$ cat src/hw/asc_pkg.sv
// package: constants and carriers for the async sram host controller
package asc_pkg;
  // memory geometry
  localparam int ADDR_W = 17;
  localparam int DATA_W = 8;
  // clock period in picoseconds (125 MHz)
  localparam int CLK_PS = 8000;
  // timing figures in ns for the 10 ns grade (default)
  localparam int T_RC_NS   = 10;  // read cycle time
  localparam int T_AA_NS   = 10;  // address access time
  localparam int T_WP_NS   = 7;   // write pulse width
  localparam int T_DW_NS   = 5;   // data_setup_to_write_end
  localparam int T_WHZ_NS  = 5;   // write enable to output high-z
  localparam int T_OHZ_NS  = 5;   // output disable to high-z
  localparam int T_OW_NS   = 3;   // output active from end of write
  localparam int T_OH_NS   = 4;   // output_hold_after_address

  // least time in ns to whole cycles, at least one
  function automatic int ns_to_cyc(input int ns);
    int c;
    c = (ns * 1000 + CLK_PS - 1) / CLK_PS;
    return (c < 1) ? 1 : c;
  endfunction

  localparam int RD_CYC  = ns_to_cyc(T_AA_NS + 1);  // access plus sample margin
  localparam int WR_CYC  = ns_to_cyc(T_WHZ_NS + T_DW_NS);
  localparam int TA_CYC  = ns_to_cyc(T_OHZ_NS);
  localparam int REC_CYC = ns_to_cyc(T_RC_NS);
  localparam int SYNC_CYC = 4;  // edges from a settled pin to the synchroniser output

  // host request
  typedef struct packed {
    logic              we;
    logic [ADDR_W-1:0] addr;
    logic [DATA_W-1:0] wdata;
  } asc_req_s;

  // sram pin bundle driven by the controller
  typedef struct packed {
    logic              cs_n;
    logic              oe_n;
    logic              we_n;
    logic [ADDR_W-1:0] addr;
    logic [DATA_W-1:0] dq_out;
    logic              dq_oe;
  } asc_pins_s;
endpackage

$ cat src/hw/asc_sync.sv
// three-stage input synchroniser for the sram data pins
`timescale 1ns/1ps
module asc_sync
  import asc_pkg::*;
#(
  parameter int W = 8
)(
  input  wire logic         mclk_i,  // system clock
  input  wire logic         rst_i,   // async reset
  input  wire logic [W-1:0] d_i,     // raw pin level
  output logic      [W-1:0] q_o      // stable level
);
  logic [W-1:0] s1_q;
  logic [W-1:0] s2_q;
  logic [W-1:0] s3_q;
  logic [W-1:0] q_q;
  // q follows once second and third stages agree
  always_ff @(posedge mclk_i or posedge rst_i)
  begin
    if (rst_i)
    begin
      s1_q <= '0;
      s2_q <= '0;
      s3_q <= '0;
      q_q  <= '0;
    end
    else
    begin
      s1_q <= d_i;
      s2_q <= s1_q;
      s3_q <= s2_q;
      if (s2_q == s3_q)
        q_q <= s3_q;
    end
  end
  assign q_o = q_q;
endmodule

$ cat src/hw/asc_ctrl.sv
// host controller driving a 128k x 8 asynchronous static ram
`timescale 1ns/1ps
module asc_ctrl
  import asc_pkg::*;
#(
  parameter int AW = ADDR_W,
  parameter int DW = DATA_W
)(
  input  wire logic          mclk_i,    // 125 MHz clock
  input  wire logic          rst_i,     // async reset, active high
  input  wire logic          req_i,     // request valid
  input  wire logic          req_we_i,  // 1 write, 0 read
  input  wire logic [AW-1:0] req_addr_i,// request address
  input  wire logic [DW-1:0] req_wd_i,  // write data
  output logic               ready_o,   // idle, takes a request
  output logic               rvalid_o,  // read data pulse
  output logic      [DW-1:0] rdata_o,   // read data
  output logic               cs_n_o,    // sram chip select
  output logic               oe_n_o,    // sram output enable
  output logic               we_n_o,    // sram write enable
  output logic      [AW-1:0] addr_o,    // sram address
  output logic      [DW-1:0] dq_o,      // data to sram
  output logic               dq_oe_o,   // high while we drive dq
  input  wire logic [DW-1:0] dq_i       // data from sram pins
);
  typedef enum logic [2:0] {
    ST_IDLE  = 3'b000,
    ST_SETUP = 3'b001,
    ST_READ  = 3'b010,
    ST_WRITE = 3'b011,
    ST_TURN  = 3'b100,
    ST_REC   = 3'b101
  } asc_state_e;

  localparam int CW = 4;

  asc_state_e  st_q, st_d;
  logic [CW-1:0] cnt_q, cnt_d;
  asc_req_s    req_q;
  asc_pins_s   pin_q, pin_d;
  logic        rvalid_q;
  logic [DW-1:0] rdata_q;
  logic [DW-1:0] dq_sync;

  // dq arrives from another domain, so it is resynchronised
  asc_sync #(.W(DW)) u_sync (
    .mclk_i (mclk_i),
    .rst_i  (rst_i),
    .d_i    (dq_i),
    .q_o    (dq_sync)
  );

  // decode of the current phase
  wire take     = (st_q == ST_IDLE) && req_i;
  wire cnt_done = (cnt_q == '0);
  wire rd_done  = (st_q == ST_READ) && cnt_done;

  // sequencer; phase lengths from package counts
  always_comb
  begin
    st_d  = st_q;
    cnt_d = cnt_done ? cnt_q : cnt_q - 1'b1;
    pin_d = pin_q;
    unique case (st_q)
      ST_IDLE:
      begin
        pin_d.cs_n  = 1'b1;                     // standby between cycles
        pin_d.oe_n  = 1'b1;
        pin_d.we_n  = 1'b1;
        pin_d.dq_oe = 1'b0;
        if (req_i)
        begin
          pin_d.addr   = req_addr_i;            // address before select
          pin_d.dq_out = req_wd_i;
          st_d         = ST_SETUP;
        end
      end
      ST_SETUP:
      begin
        pin_d.cs_n = 1'b0;
        if (req_q.we)
        begin
          pin_d.we_n  = 1'b0;                   // we with cs keeps sram off bus
          pin_d.oe_n  = 1'b1;                   // plain pulse width suffices
          pin_d.dq_oe = 1'b1;                   // oe stays high, so no contention
          cnt_d       = CW'(WR_CYC - 1);        // covers turnoff plus setup
          st_d        = ST_WRITE;
        end
        else
        begin
          pin_d.oe_n = 1'b0;                    // read strobes
          // strobes stay low until the byte has crossed the synchroniser;
          // costs four edges per read but never samples a released bus
          cnt_d      = CW'(RD_CYC + SYNC_CYC - 1);
          st_d       = ST_READ;
        end
      end
      ST_READ:
        if (cnt_done)
        begin
          pin_d.cs_n = 1'b1;
          pin_d.oe_n = 1'b1;
          cnt_d      = CW'(TA_CYC - 1);         // sram driver release time
          st_d       = ST_TURN;
        end
      ST_WRITE:
        if (cnt_done)
        begin
          pin_d.we_n = 1'b1;                    // write ends, cs still low
          st_d       = ST_TURN;
          cnt_d      = '0;
        end
      ST_TURN:
        if (cnt_done)
        begin
          pin_d.cs_n  = 1'b1;
          pin_d.dq_oe = 1'b0;                   // data hold zero, release after we
          cnt_d       = CW'(REC_CYC - 1);
          st_d        = ST_REC;
        end
      ST_REC:
        if (cnt_done)
          st_d = ST_IDLE;                       // spacing of cycles
      default:
        st_d = ST_IDLE;
    endcase
  end

  // state, request capture and pins
  always_ff @(posedge mclk_i or posedge rst_i)
  begin
    if (rst_i)
    begin
      st_q  <= ST_IDLE;
      cnt_q <= '0;
      req_q <= '0;
      pin_q <= '{cs_n: 1'b1, oe_n: 1'b1, we_n: 1'b1, addr: '0, dq_out: '0, dq_oe: 1'b0};
    end
    else
    begin
      st_q  <= st_d;
      cnt_q <= cnt_d;
      pin_q <= pin_d;
      if (take)
        req_q <= '{we: req_we_i, addr: req_addr_i, wdata: req_wd_i};
    end
  end

  // read data sampled at end of access, before select drops
  always_ff @(posedge mclk_i or posedge rst_i)
  begin
    if (rst_i)
    begin
      rvalid_q <= 1'b0;
      rdata_q  <= '0;
    end
    else
    begin
      rvalid_q <= rd_done;
      if (rd_done)
        rdata_q <= dq_sync;
    end
  end

  // ready registered from next state
  logic ready_q;
  always_ff @(posedge mclk_i or posedge rst_i)
  begin
    if (rst_i)
      ready_q <= 1'b0;
    else
      ready_q <= (st_d == ST_IDLE) && !(st_q == ST_IDLE && req_i);
  end

  assign ready_o  = ready_q;
  assign rvalid_o = rvalid_q;
  assign rdata_o  = rdata_q;
  assign cs_n_o   = pin_q.cs_n;
  assign oe_n_o   = pin_q.oe_n;
  assign we_n_o   = pin_q.we_n;
  assign addr_o   = pin_q.addr;
  assign dq_o     = pin_q.dq_out;
  assign dq_oe_o  = pin_q.dq_oe;
endmodule

$ cat config.mk
export PLATFORM = sky130hd
export DESIGN_NAME = asc_ctrl
export DESIGN_NICKNAME = d
export VERILOG_FILES = /design/src/hw/asc_pkg.sv /design/src/hw/asc_sync.sv /design/src/hw/asc_ctrl.sv
export SDC_FILE = /design/constraint.sdc
export NUM_CORES = 1
export LEC_CHECK = 0
export ABC_AREA = 0
export BUFFER_PORTS_ARGS = -buffer_cell sky130_fd_sc_hd__buf_2
export CORE_MARGIN = 2
export CORE_UTILIZATION = 47
export DETAILED_ROUTE_END_ITERATION = 8
export GPL_TIMING_DRIVEN = 1
export PLACE_DENSITY = 0.84
export SETUP_SLACK_MARGIN = 0.3
export SLEW_MARGIN = 20
export SYNTH_ARGS = -nofsm -noshare
export SYNTH_HDL_FRONTEND = slang
export SYNTH_SLANG_ARGS = --single-unit
export TNS_END_PERCENT = 1
$ cat constraint.sdc
create_clock -name mclk_i -period 2.45 [get_ports mclk_i]
set_clock_uncertainty 0.2 [all_clocks]
set_input_delay 0.49 -clock mclk_i [delete_from_list [all_inputs] [get_ports mclk_i]]
set_output_delay 0.49 -clock mclk_i [all_outputs]
set_load 0.1 [all_outputs]
==> run_results.csv, run 1 <==
group,metric,value,unit
sta,max-slew-margin-rel,0.433,
cts,worstSkewPairLatency,350,ps
cts,numCtsBuffers,9,
sta,fin_crit,2110,ps
critical_path,critPathLaunchType,"flip-flop",
critical_path,path_class,"flip-flop to flip-flop",
hold_path,min-delay-path-class,"input port to flip-flop",
placed_design,post-dp-hpwl,3.75,mm
synthesis,yosys_warnings,0,
critical_path,crit_top_cell,"sky130_fd_sc_hd__inv_2",
sta,timing.final.setup_violations,0,
detailed_routing,dr.first_iter.drc_count,236,
cts,cts.clk_slew.worst_paths,80,ps
finish,post-route-cell-area,0.00377,mm2
cts,max_h_tree_level,3,
floorplanning,fp.coreArea,0.00624,mm2
critical_path,crit_path_required_time,2480,ps
critical_path,path_max_fanout,9,
global_routing,grt-ovfl-total,0,
sta,setup-tns-final,0,ps
critical_path,crit_path_end_kind,"flip-flop",
synthesis,syn_nets,244,
floorplanning,initial_utilization,0.479,
floorplanning,fp.dieArea,0.00701,mm2
global_routing,grtUsageTotal,0.169,
detailed_routing,drc,0,
detailed_routing,route.detailed.wl_per_inst,14.4,um
detailed_routing,route.final.wire_length,5.38,mm
global_routing,grt_pass1_wl,9.16,mm
sta,maxSlewViolCount,0,
cts,clock_tree.buffer_depth,2,
synthesis,yosysSeqAreaShare,0.663,
finish,nets,332,
critical_path,crit_chain,"inv_2 > ha_4 > nor3b_4 > inv_2 > or3_4 > mux2_4",
flow_run,max_cap_viol_count,0,
outcome,run_status,"finished, final reports clean",
global_routing,largest_net_degree_at_the_start_of_global_routing,39,
synthesis,ys_ff_latch,79,
synthesis,avgSynthCellArea,14.7,um2
cts,number_of_clock_sinks_seen_by_cts,79,
detailed_routing,detailroute.via_count,1908,
critical_path,crit_slowest_cell,"sky130_fd_sc_hd__or3_4",
floorplanning,die_height,83.8,um
global_routing,antenna_found_initial,0,
synthesis,synth_cells,204,
synthesis,synth.cell_area,0.00299,mm2
detailed_routing,drt_pass1_iterations,4,
placed_design,gpl.final_weighted_congestion,0.839,
finish,drive_gt1_frac,0.525,
floorplanning,die_w,83.8,um
critical_path,crit_arrival,2150,ps
floorplanning,std_cell_rows,29,
finish,n_antenna_cell,0,
placed_design,io_buffer_count,75,
cts,clock_tree_root_driver_cell,"sky130_fd_sc_hd__clkbuf_8",
sta,min_period_over_period,0.863,
cts,cts_tree,"built",
critical_path,slowest_stage_delay_cp,480,ps
sta,hold_viol_final,0,
synthesis,synth_cell_types,31,
floorplanning,design.portCount,76,
sta,fmaxAchievable,0.473,GHz
placed_design,placed_area,0.00349,mm2
global_routing,via_count_of_the_first_global_routing_pass,2006,
finish,nFillCells,481,
detailed_routing,avgViaCountPerCell,5.10,
sta,rsz_0062_raised_after_global_routing,"true",
cts,cts.hold.buffers_added,0,
finish,areaGrowthSynthToFinish,26.0,%
sta,worst-slew-pin-transition,848,ps
detailed_routing,drtAntennaViolNets,0,
[timing repair]
action / CTS / global route
gates resized for setup: 3 / 3
pin swaps: 0 / 0
setup buffers: 2 / 2
setup endpoints to repair: 9 / 9
[cell usage after synthesis]
cell	count	area (um2)
sky130_fd_sc_hd__buf_2	1	5.00
sky130_fd_sc_hd__or3_1	2	12.5
sky130_fd_sc_hd__a22o_1	1	8.76
sky130_fd_sc_hd__nand3b_1	1	7.51
sky130_fd_sc_hd__buf_6	1	11.3
sky130_fd_sc_hd__buf_4	2	15.0
sky130_fd_sc_hd__a21oi_1	10	50.1
sky130_fd_sc_hd__mux2_2	36	405
sky130_fd_sc_hd__nor2_1	3	11.3
sky130_fd_sc_hd__and2_1	1	6.26
sky130_fd_sc_hd__clkbuf_1	4	15.0
sky130_fd_sc_hd__nand2_1	11	41.3
sky130_fd_sc_hd__xor2_1	8	70.1
sky130_fd_sc_hd__o21a_1	1	7.51
sky130_fd_sc_hd__dfrtp_1	76	1900
sky130_fd_sc_hd__nor3b_4	1	18.8
sky130_fd_sc_hd__mux2_4	8	120
sky130_fd_sc_hd__o211a_1	1	10.0
sky130_fd_sc_hd__o21ai_0	9	45.0
sky130_fd_sc_hd__ha_1	3	37.5
sky130_fd_sc_hd__a31o_2	1	8.76
sky130_fd_sc_hd__o32ai_1	1	8.76
sky130_fd_sc_hd__nor3_1	2	10.0
sky130_fd_sc_hd__nor4_1	2	12.5
sky130_fd_sc_hd__inv_1	9	33.8
sky130_fd_sc_hd__o22a_1	1	8.76
sky130_fd_sc_hd__dfstp_2	3	78.8
sky130_fd_sc_hd__inv_2	1	3.75
sky130_fd_sc_hd__nand2b_1	2	12.5
sky130_fd_sc_hd__o22ai_1	1	6.26
sky130_fd_sc_hd__nand3_1	1	5.00
[metrics by stage]
stage	std cells	worst slack, ps	hold slack, ps	utilization
2_1_floorplan	204	322	131	-
3_3_place_gp	354	251	132	0.559
3_5_place_dp	354	135	135	0.559
4_1_cts	372	303	24.4	0.598
5_1_grt	374	271	17.5	0.604
6_report	374	336	42.1	0.604
[registers in the layout, summed over array words and instances, names as in the netlist, 3 cells and up]
name and cells:
rdata_o 8, cnt_q 4, u_sync.q_o 8, u_sync.s3_q 8
dq_o 8, u_sync.s2_q 8, addr_o 17, u_sync.s1_q 8
st_q 3
[layout make-up]
type / instances / area [um2] / share of cell area
Timing Repair Buffer: 85 / 475 / 0.126
Clock buffer: 10 / 128 / 0.0339
Inverter: 10 / 41.3 / 0.0110
Sequential cell: 79 / 1980 / 0.526
Tap cell: 77 / 96.3 / 0.0256
Multi-Input combinational cell: 107 / 955 / 0.253
Clock inverter: 6 / 91.3 / 0.0242
[cell families (layout without fill, tap and decap cells)]
kind of cell               count (synthesis)  after routing  share of synthesized area
muxes                                     44             44                      0.176
and+or+nand+nor                           26             26                     0.0460
adders and majority gates                  3              3                     0.0126
buffers and inverters                     18            111                     0.0280
xor gates and xnor gates                   8              8                     0.0234
AOI/OAI and AO/OA                         26             26                     0.0515
DFF                                       79             79                      0.663
[cells in the final DEF, fill, tap and decap left out, drive strengths merged]
master / instances
nor3: 2
ha: 3
xor2: 8
nor2: 3
dfstp: 3
a21oi: 10
a22o: 1
clkinvlp: 1
o21a: 1
o21ai: 9
and2: 1
a31o: 1
clkbuf: 10
nand3: 1
clkinv: 2
bufinv: 2
dfrtp: 76
mux2: 44
inv: 11
o211a: 1
nand3b: 1
o22a: 1
nand2: 11
o22ai: 1
nor4: 2
buf: 85
or3: 2
nor3b: 1
o32ai: 1
nand2b: 2
[path summary, 6_finish.rpt]
path / startpoint / to / slack, ps / cells past startpoint
setup / recovery: cnt_q[0]$_DFF_PP0_ / rdata_o[1]$_DFFE_PP0P_ / 340 / 6
min in group asynchronous: rst_i / addr_o[15]$_DFFE_PP0P_ / 110 / 2
hold reg to reg: u_sync.s1_q[5]$_DFF_PP0_ / u_sync.s2_q[5]$_DFF_PP0_ / 150 / 0
setup reg to reg: cnt_q[0]$_DFF_PP0_ / rdata_o[1]$_DFFE_PP0P_ / 340 / 6
hold / removal: dq_i[4] / u_sync.s1_q[4]$_DFF_PP0_ / 40 / 1
max in group asynchronous: rst_i / rdata_o[1]$_DFFE_PP0P_ / 1330 / 3
[critical path, delay by kind of cell, from the launching register on]
kind,cells,cell delay (ps)
and+or+nand+nor,2,700
DFF,1,410
muxes,1,320
buffers and inverters,2,220
adders and majority gates,1,150
[metal layers]
layer | track usage | routed length [um] | part of all wire | vias to the layer above
met5 | 0 | 0 | 0 | -
met4 | 0.0909 | 114 | 0.021 | 0
met3 | 0.0564 | 351 | 0.065 | 12
met2 | 0.276 | 2760 | 0.51 | 75
met1 | 0.197 | 2160 | 0.40 | 935
li1 | - | - | - | 886
Power of run 1 is not shown: default switching activity piles up to over one toggle a cycle in this logic, so the estimate is an artifact.
==> inputs of run 2 (changes only) <==
- clock period: 2.45 -> 1.8 ns (I/O delays scaled with it)
==> run 2 against run 1 <==
Compared with the run above: first-iteration DRC count decreased by 45%; global-route usage increased by 3.2 points; setup slack got worse by 610 ps; utilization increased by 16 points; non-clock buffer count increased by 24; die area unchanged; cell area increased by 26%; sequential cell count unchanged; the flow now finishes with violations (setup timing); final cell count increased by 6.4%; register-to-register slack got worse by 610 ps; routed wire length increased by 35%.
==> run_results.csv, run 2 (synthesis gave the netlist of run 1 again) <==
group,metric,value,unit
floorplanning,fp.coreArea,0.00624,mm2
placed_design,post-dp-hpwl,3.90,mm
finish,largest_register_ff_count,17,
cts,number_of_clock_sinks_seen_by_cts,79,
critical_path,crit_path_end_kind,"flip-flop",
cts,clock_tree_root_driver_cell,"sky130_fd_sc_hd__clkbuf_8",
global_routing,grt-ovfl-total,0,
cts,numCtsBuffers,9,
outcome,run_status,"finished, violations left",
finish,drive_gt1_frac,0.570,
global_routing,grt_pass1_wl,10.8,mm
sta,final_critical_path_setup_slack,-278,ps
critical_path,crit_arrival,2110,ps
detailed_routing,drc,0,
sta,fmaxAchievable,0.481,GHz
detailed_routing,route.detailed.wl_per_inst,18.2,um
floorplanning,die_w,83.8,um
detailed_routing,detailroute.via_count,2061,
floorplanning,fp.dieArea,0.00701,mm2
floorplanning,initial_utilization,0.479,
sta,hold_viol_final,0,
global_routing,via_count_of_the_first_global_routing_pass,2197,
detailed_routing,drt_pass1_iterations,4,
finish,nFillCells,346,
cts,cts.clk_slew.worst_paths,90,ps
placed_design,placed_area,0.00364,mm2
sta,max-slew-margin-rel,0.777,
floorplanning,std_cell_rows,29,
global_routing,antenna_found_initial,0,
flow_run,max_cap_viol_count,0,
finish,nets,356,
hold_path,min-delay-path-class,"input port to flip-flop",
global_routing,grtUsageTotal,0.201,
global_routing,largest_net_degree_at_the_start_of_global_routing,39,
floorplanning,die_height,83.8,um
outcome,violations_in_the_final_reports,"setup timing",
detailed_routing,dr.first_iter.drc_count,130,
sta,min_period_over_period,1.15,
detailed_routing,avgViaCountPerCell,5.18,
placed_design,gpl.final_weighted_congestion,0.850,
cts,clock_tree.buffer_depth,2,
finish,layout_common_cells,"sky130_fd_sc_hd__dfrtp_1 (76), sky130_fd_sc_hd__buf_12 (41), sky130_fd_sc_hd__mux2_4 (39)",
sta,maxSlewViolCount,0,
critical_path,critPathLaunchType,"flip-flop",
placed_design,dp.cells,367,
critical_path,path_class,"flip-flop to flip-flop",
finish,fin_cells,398,
sta,worst-slew-pin-transition,334,ps
sta,fin_crit,2080,ps
floorplanning,design.portCount,76,
placed_design,io_buffer_count,75,
detailed_routing,route.final.wire_length,7.25,mm
sta,setup-tns-final,-2540,ps
finish,layout.cells.most_common,"sky130_fd_sc_hd__dfrtp_1",
sta,rsz_0062_raised_after_global_routing,"true",
critical_path,crit_path_required_time,1830,ps
critical_path,path_max_fanout,5,
finish,n_antenna_cell,0,
cts,worstSkewPairLatency,350,ps
finish,areaGrowthSynthToFinish,59.1,%
finish,post-route-cell-area,0.00476,mm2
cts,cts_tree,"built",
detailed_routing,drtAntennaViolNets,0,
cts,max_h_tree_level,3,
sta,timing.final.setup_violations,11,
-- run 2: cell types whose count changed in the layout (fill, tap and decap cells not counted), sizes merged --
cell	previous run	this run
buf	85	100
clkbuf	10	9
clkinv	2	0
clkinvlp	1	3
dlygate4sd3	0	9
inv	11	12
-- run 2: critical path, stage by stage (launching register included) --
cell and delay [ps]:
sky130_fd_sc_hd__dfrtp_1 400, sky130_fd_sc_hd__inv_2 80, sky130_fd_sc_hd__ha_4 140, sky130_fd_sc_hd__nor3b_4 230
sky130_fd_sc_hd__inv_2 110, sky130_fd_sc_hd__or3_4 360, sky130_fd_sc_hd__buf_6 150, sky130_fd_sc_hd__mux2_4 290
-- run 2: path summary, 6_finish.rpt --
kind / startpoint / endpoint / slack, ps / depth (start not counted)
max reg2reg: cnt_q[0]$_DFF_PP0_ / rdata_o[6]$_DFFE_PP0P_ / -280 / 7
min reg2reg: u_sync.s1_q[6]$_DFF_PP0_ / u_sync.s2_q[6]$_DFF_PP0_ / 150 / 0
min: req_addr_i[7] / addr_o[7]$_DFFE_PP0P_ / 40 / 2
max: cnt_q[0]$_DFF_PP0_ / rdata_o[6]$_DFFE_PP0P_ / -280 / 7
min in group asynchronous: rst_i / addr_o[14]$_DFFE_PP0P_ / 260 / 3
max in group asynchronous: rst_i / we_n_o$_DFFE_PP1P_ / 640 / 4
-- run 2: metal layers --
metal	vias up	part of all wire	global-route usage	routed length, um
met2	76	0.55	0.343	4020
met1	1044	0.38	0.236	2730
met5	-	0	0	0
met4	0	0.022	0.0762	163
met3	20	0.046	0.0653	337
li1	921	-	-	-
-- run 2: final cells by class --
| cell class | instances | area, um2 | area share |
|---|---|---|---|
| Clock buffer | 9 | 124 | 0.0260 |
| Multi-Input combinational cell | 107 | 1130 | 0.237 |
| Tap cell | 77 | 96.3 | 0.0203 |
| Inverter | 10 | 41.3 | 0.00868 |
| Sequential cell | 79 | 1980 | 0.416 |
| Clock inverter | 7 | 101 | 0.0213 |
| Timing Repair Buffer | 109 | 1290 | 0.270 |
-- run 2: through the flow --
step,worst slack (ps),hold WS [ps],util
global route,-377,16.7,0.762
detailed placement,-304,77.6,0.584
global placement,-252,76.4,0.584
floorplan,-328,131,-
finish,-278,35.2,0.762
CTS,-170,22.0,0.670
-- run 2: timing repair --
item / CTS / global route
pin swaps: 10 / 10
gates cloned: 1 / 0
hold buffers: 9 / 0
setup endpoints to repair: 92 / 93
gates resized for setup: 57 / 178
hold endpoints to repair: 85 / 0
buffers inserted: 2 / 3
Power of run 2 is left out for the same reason.
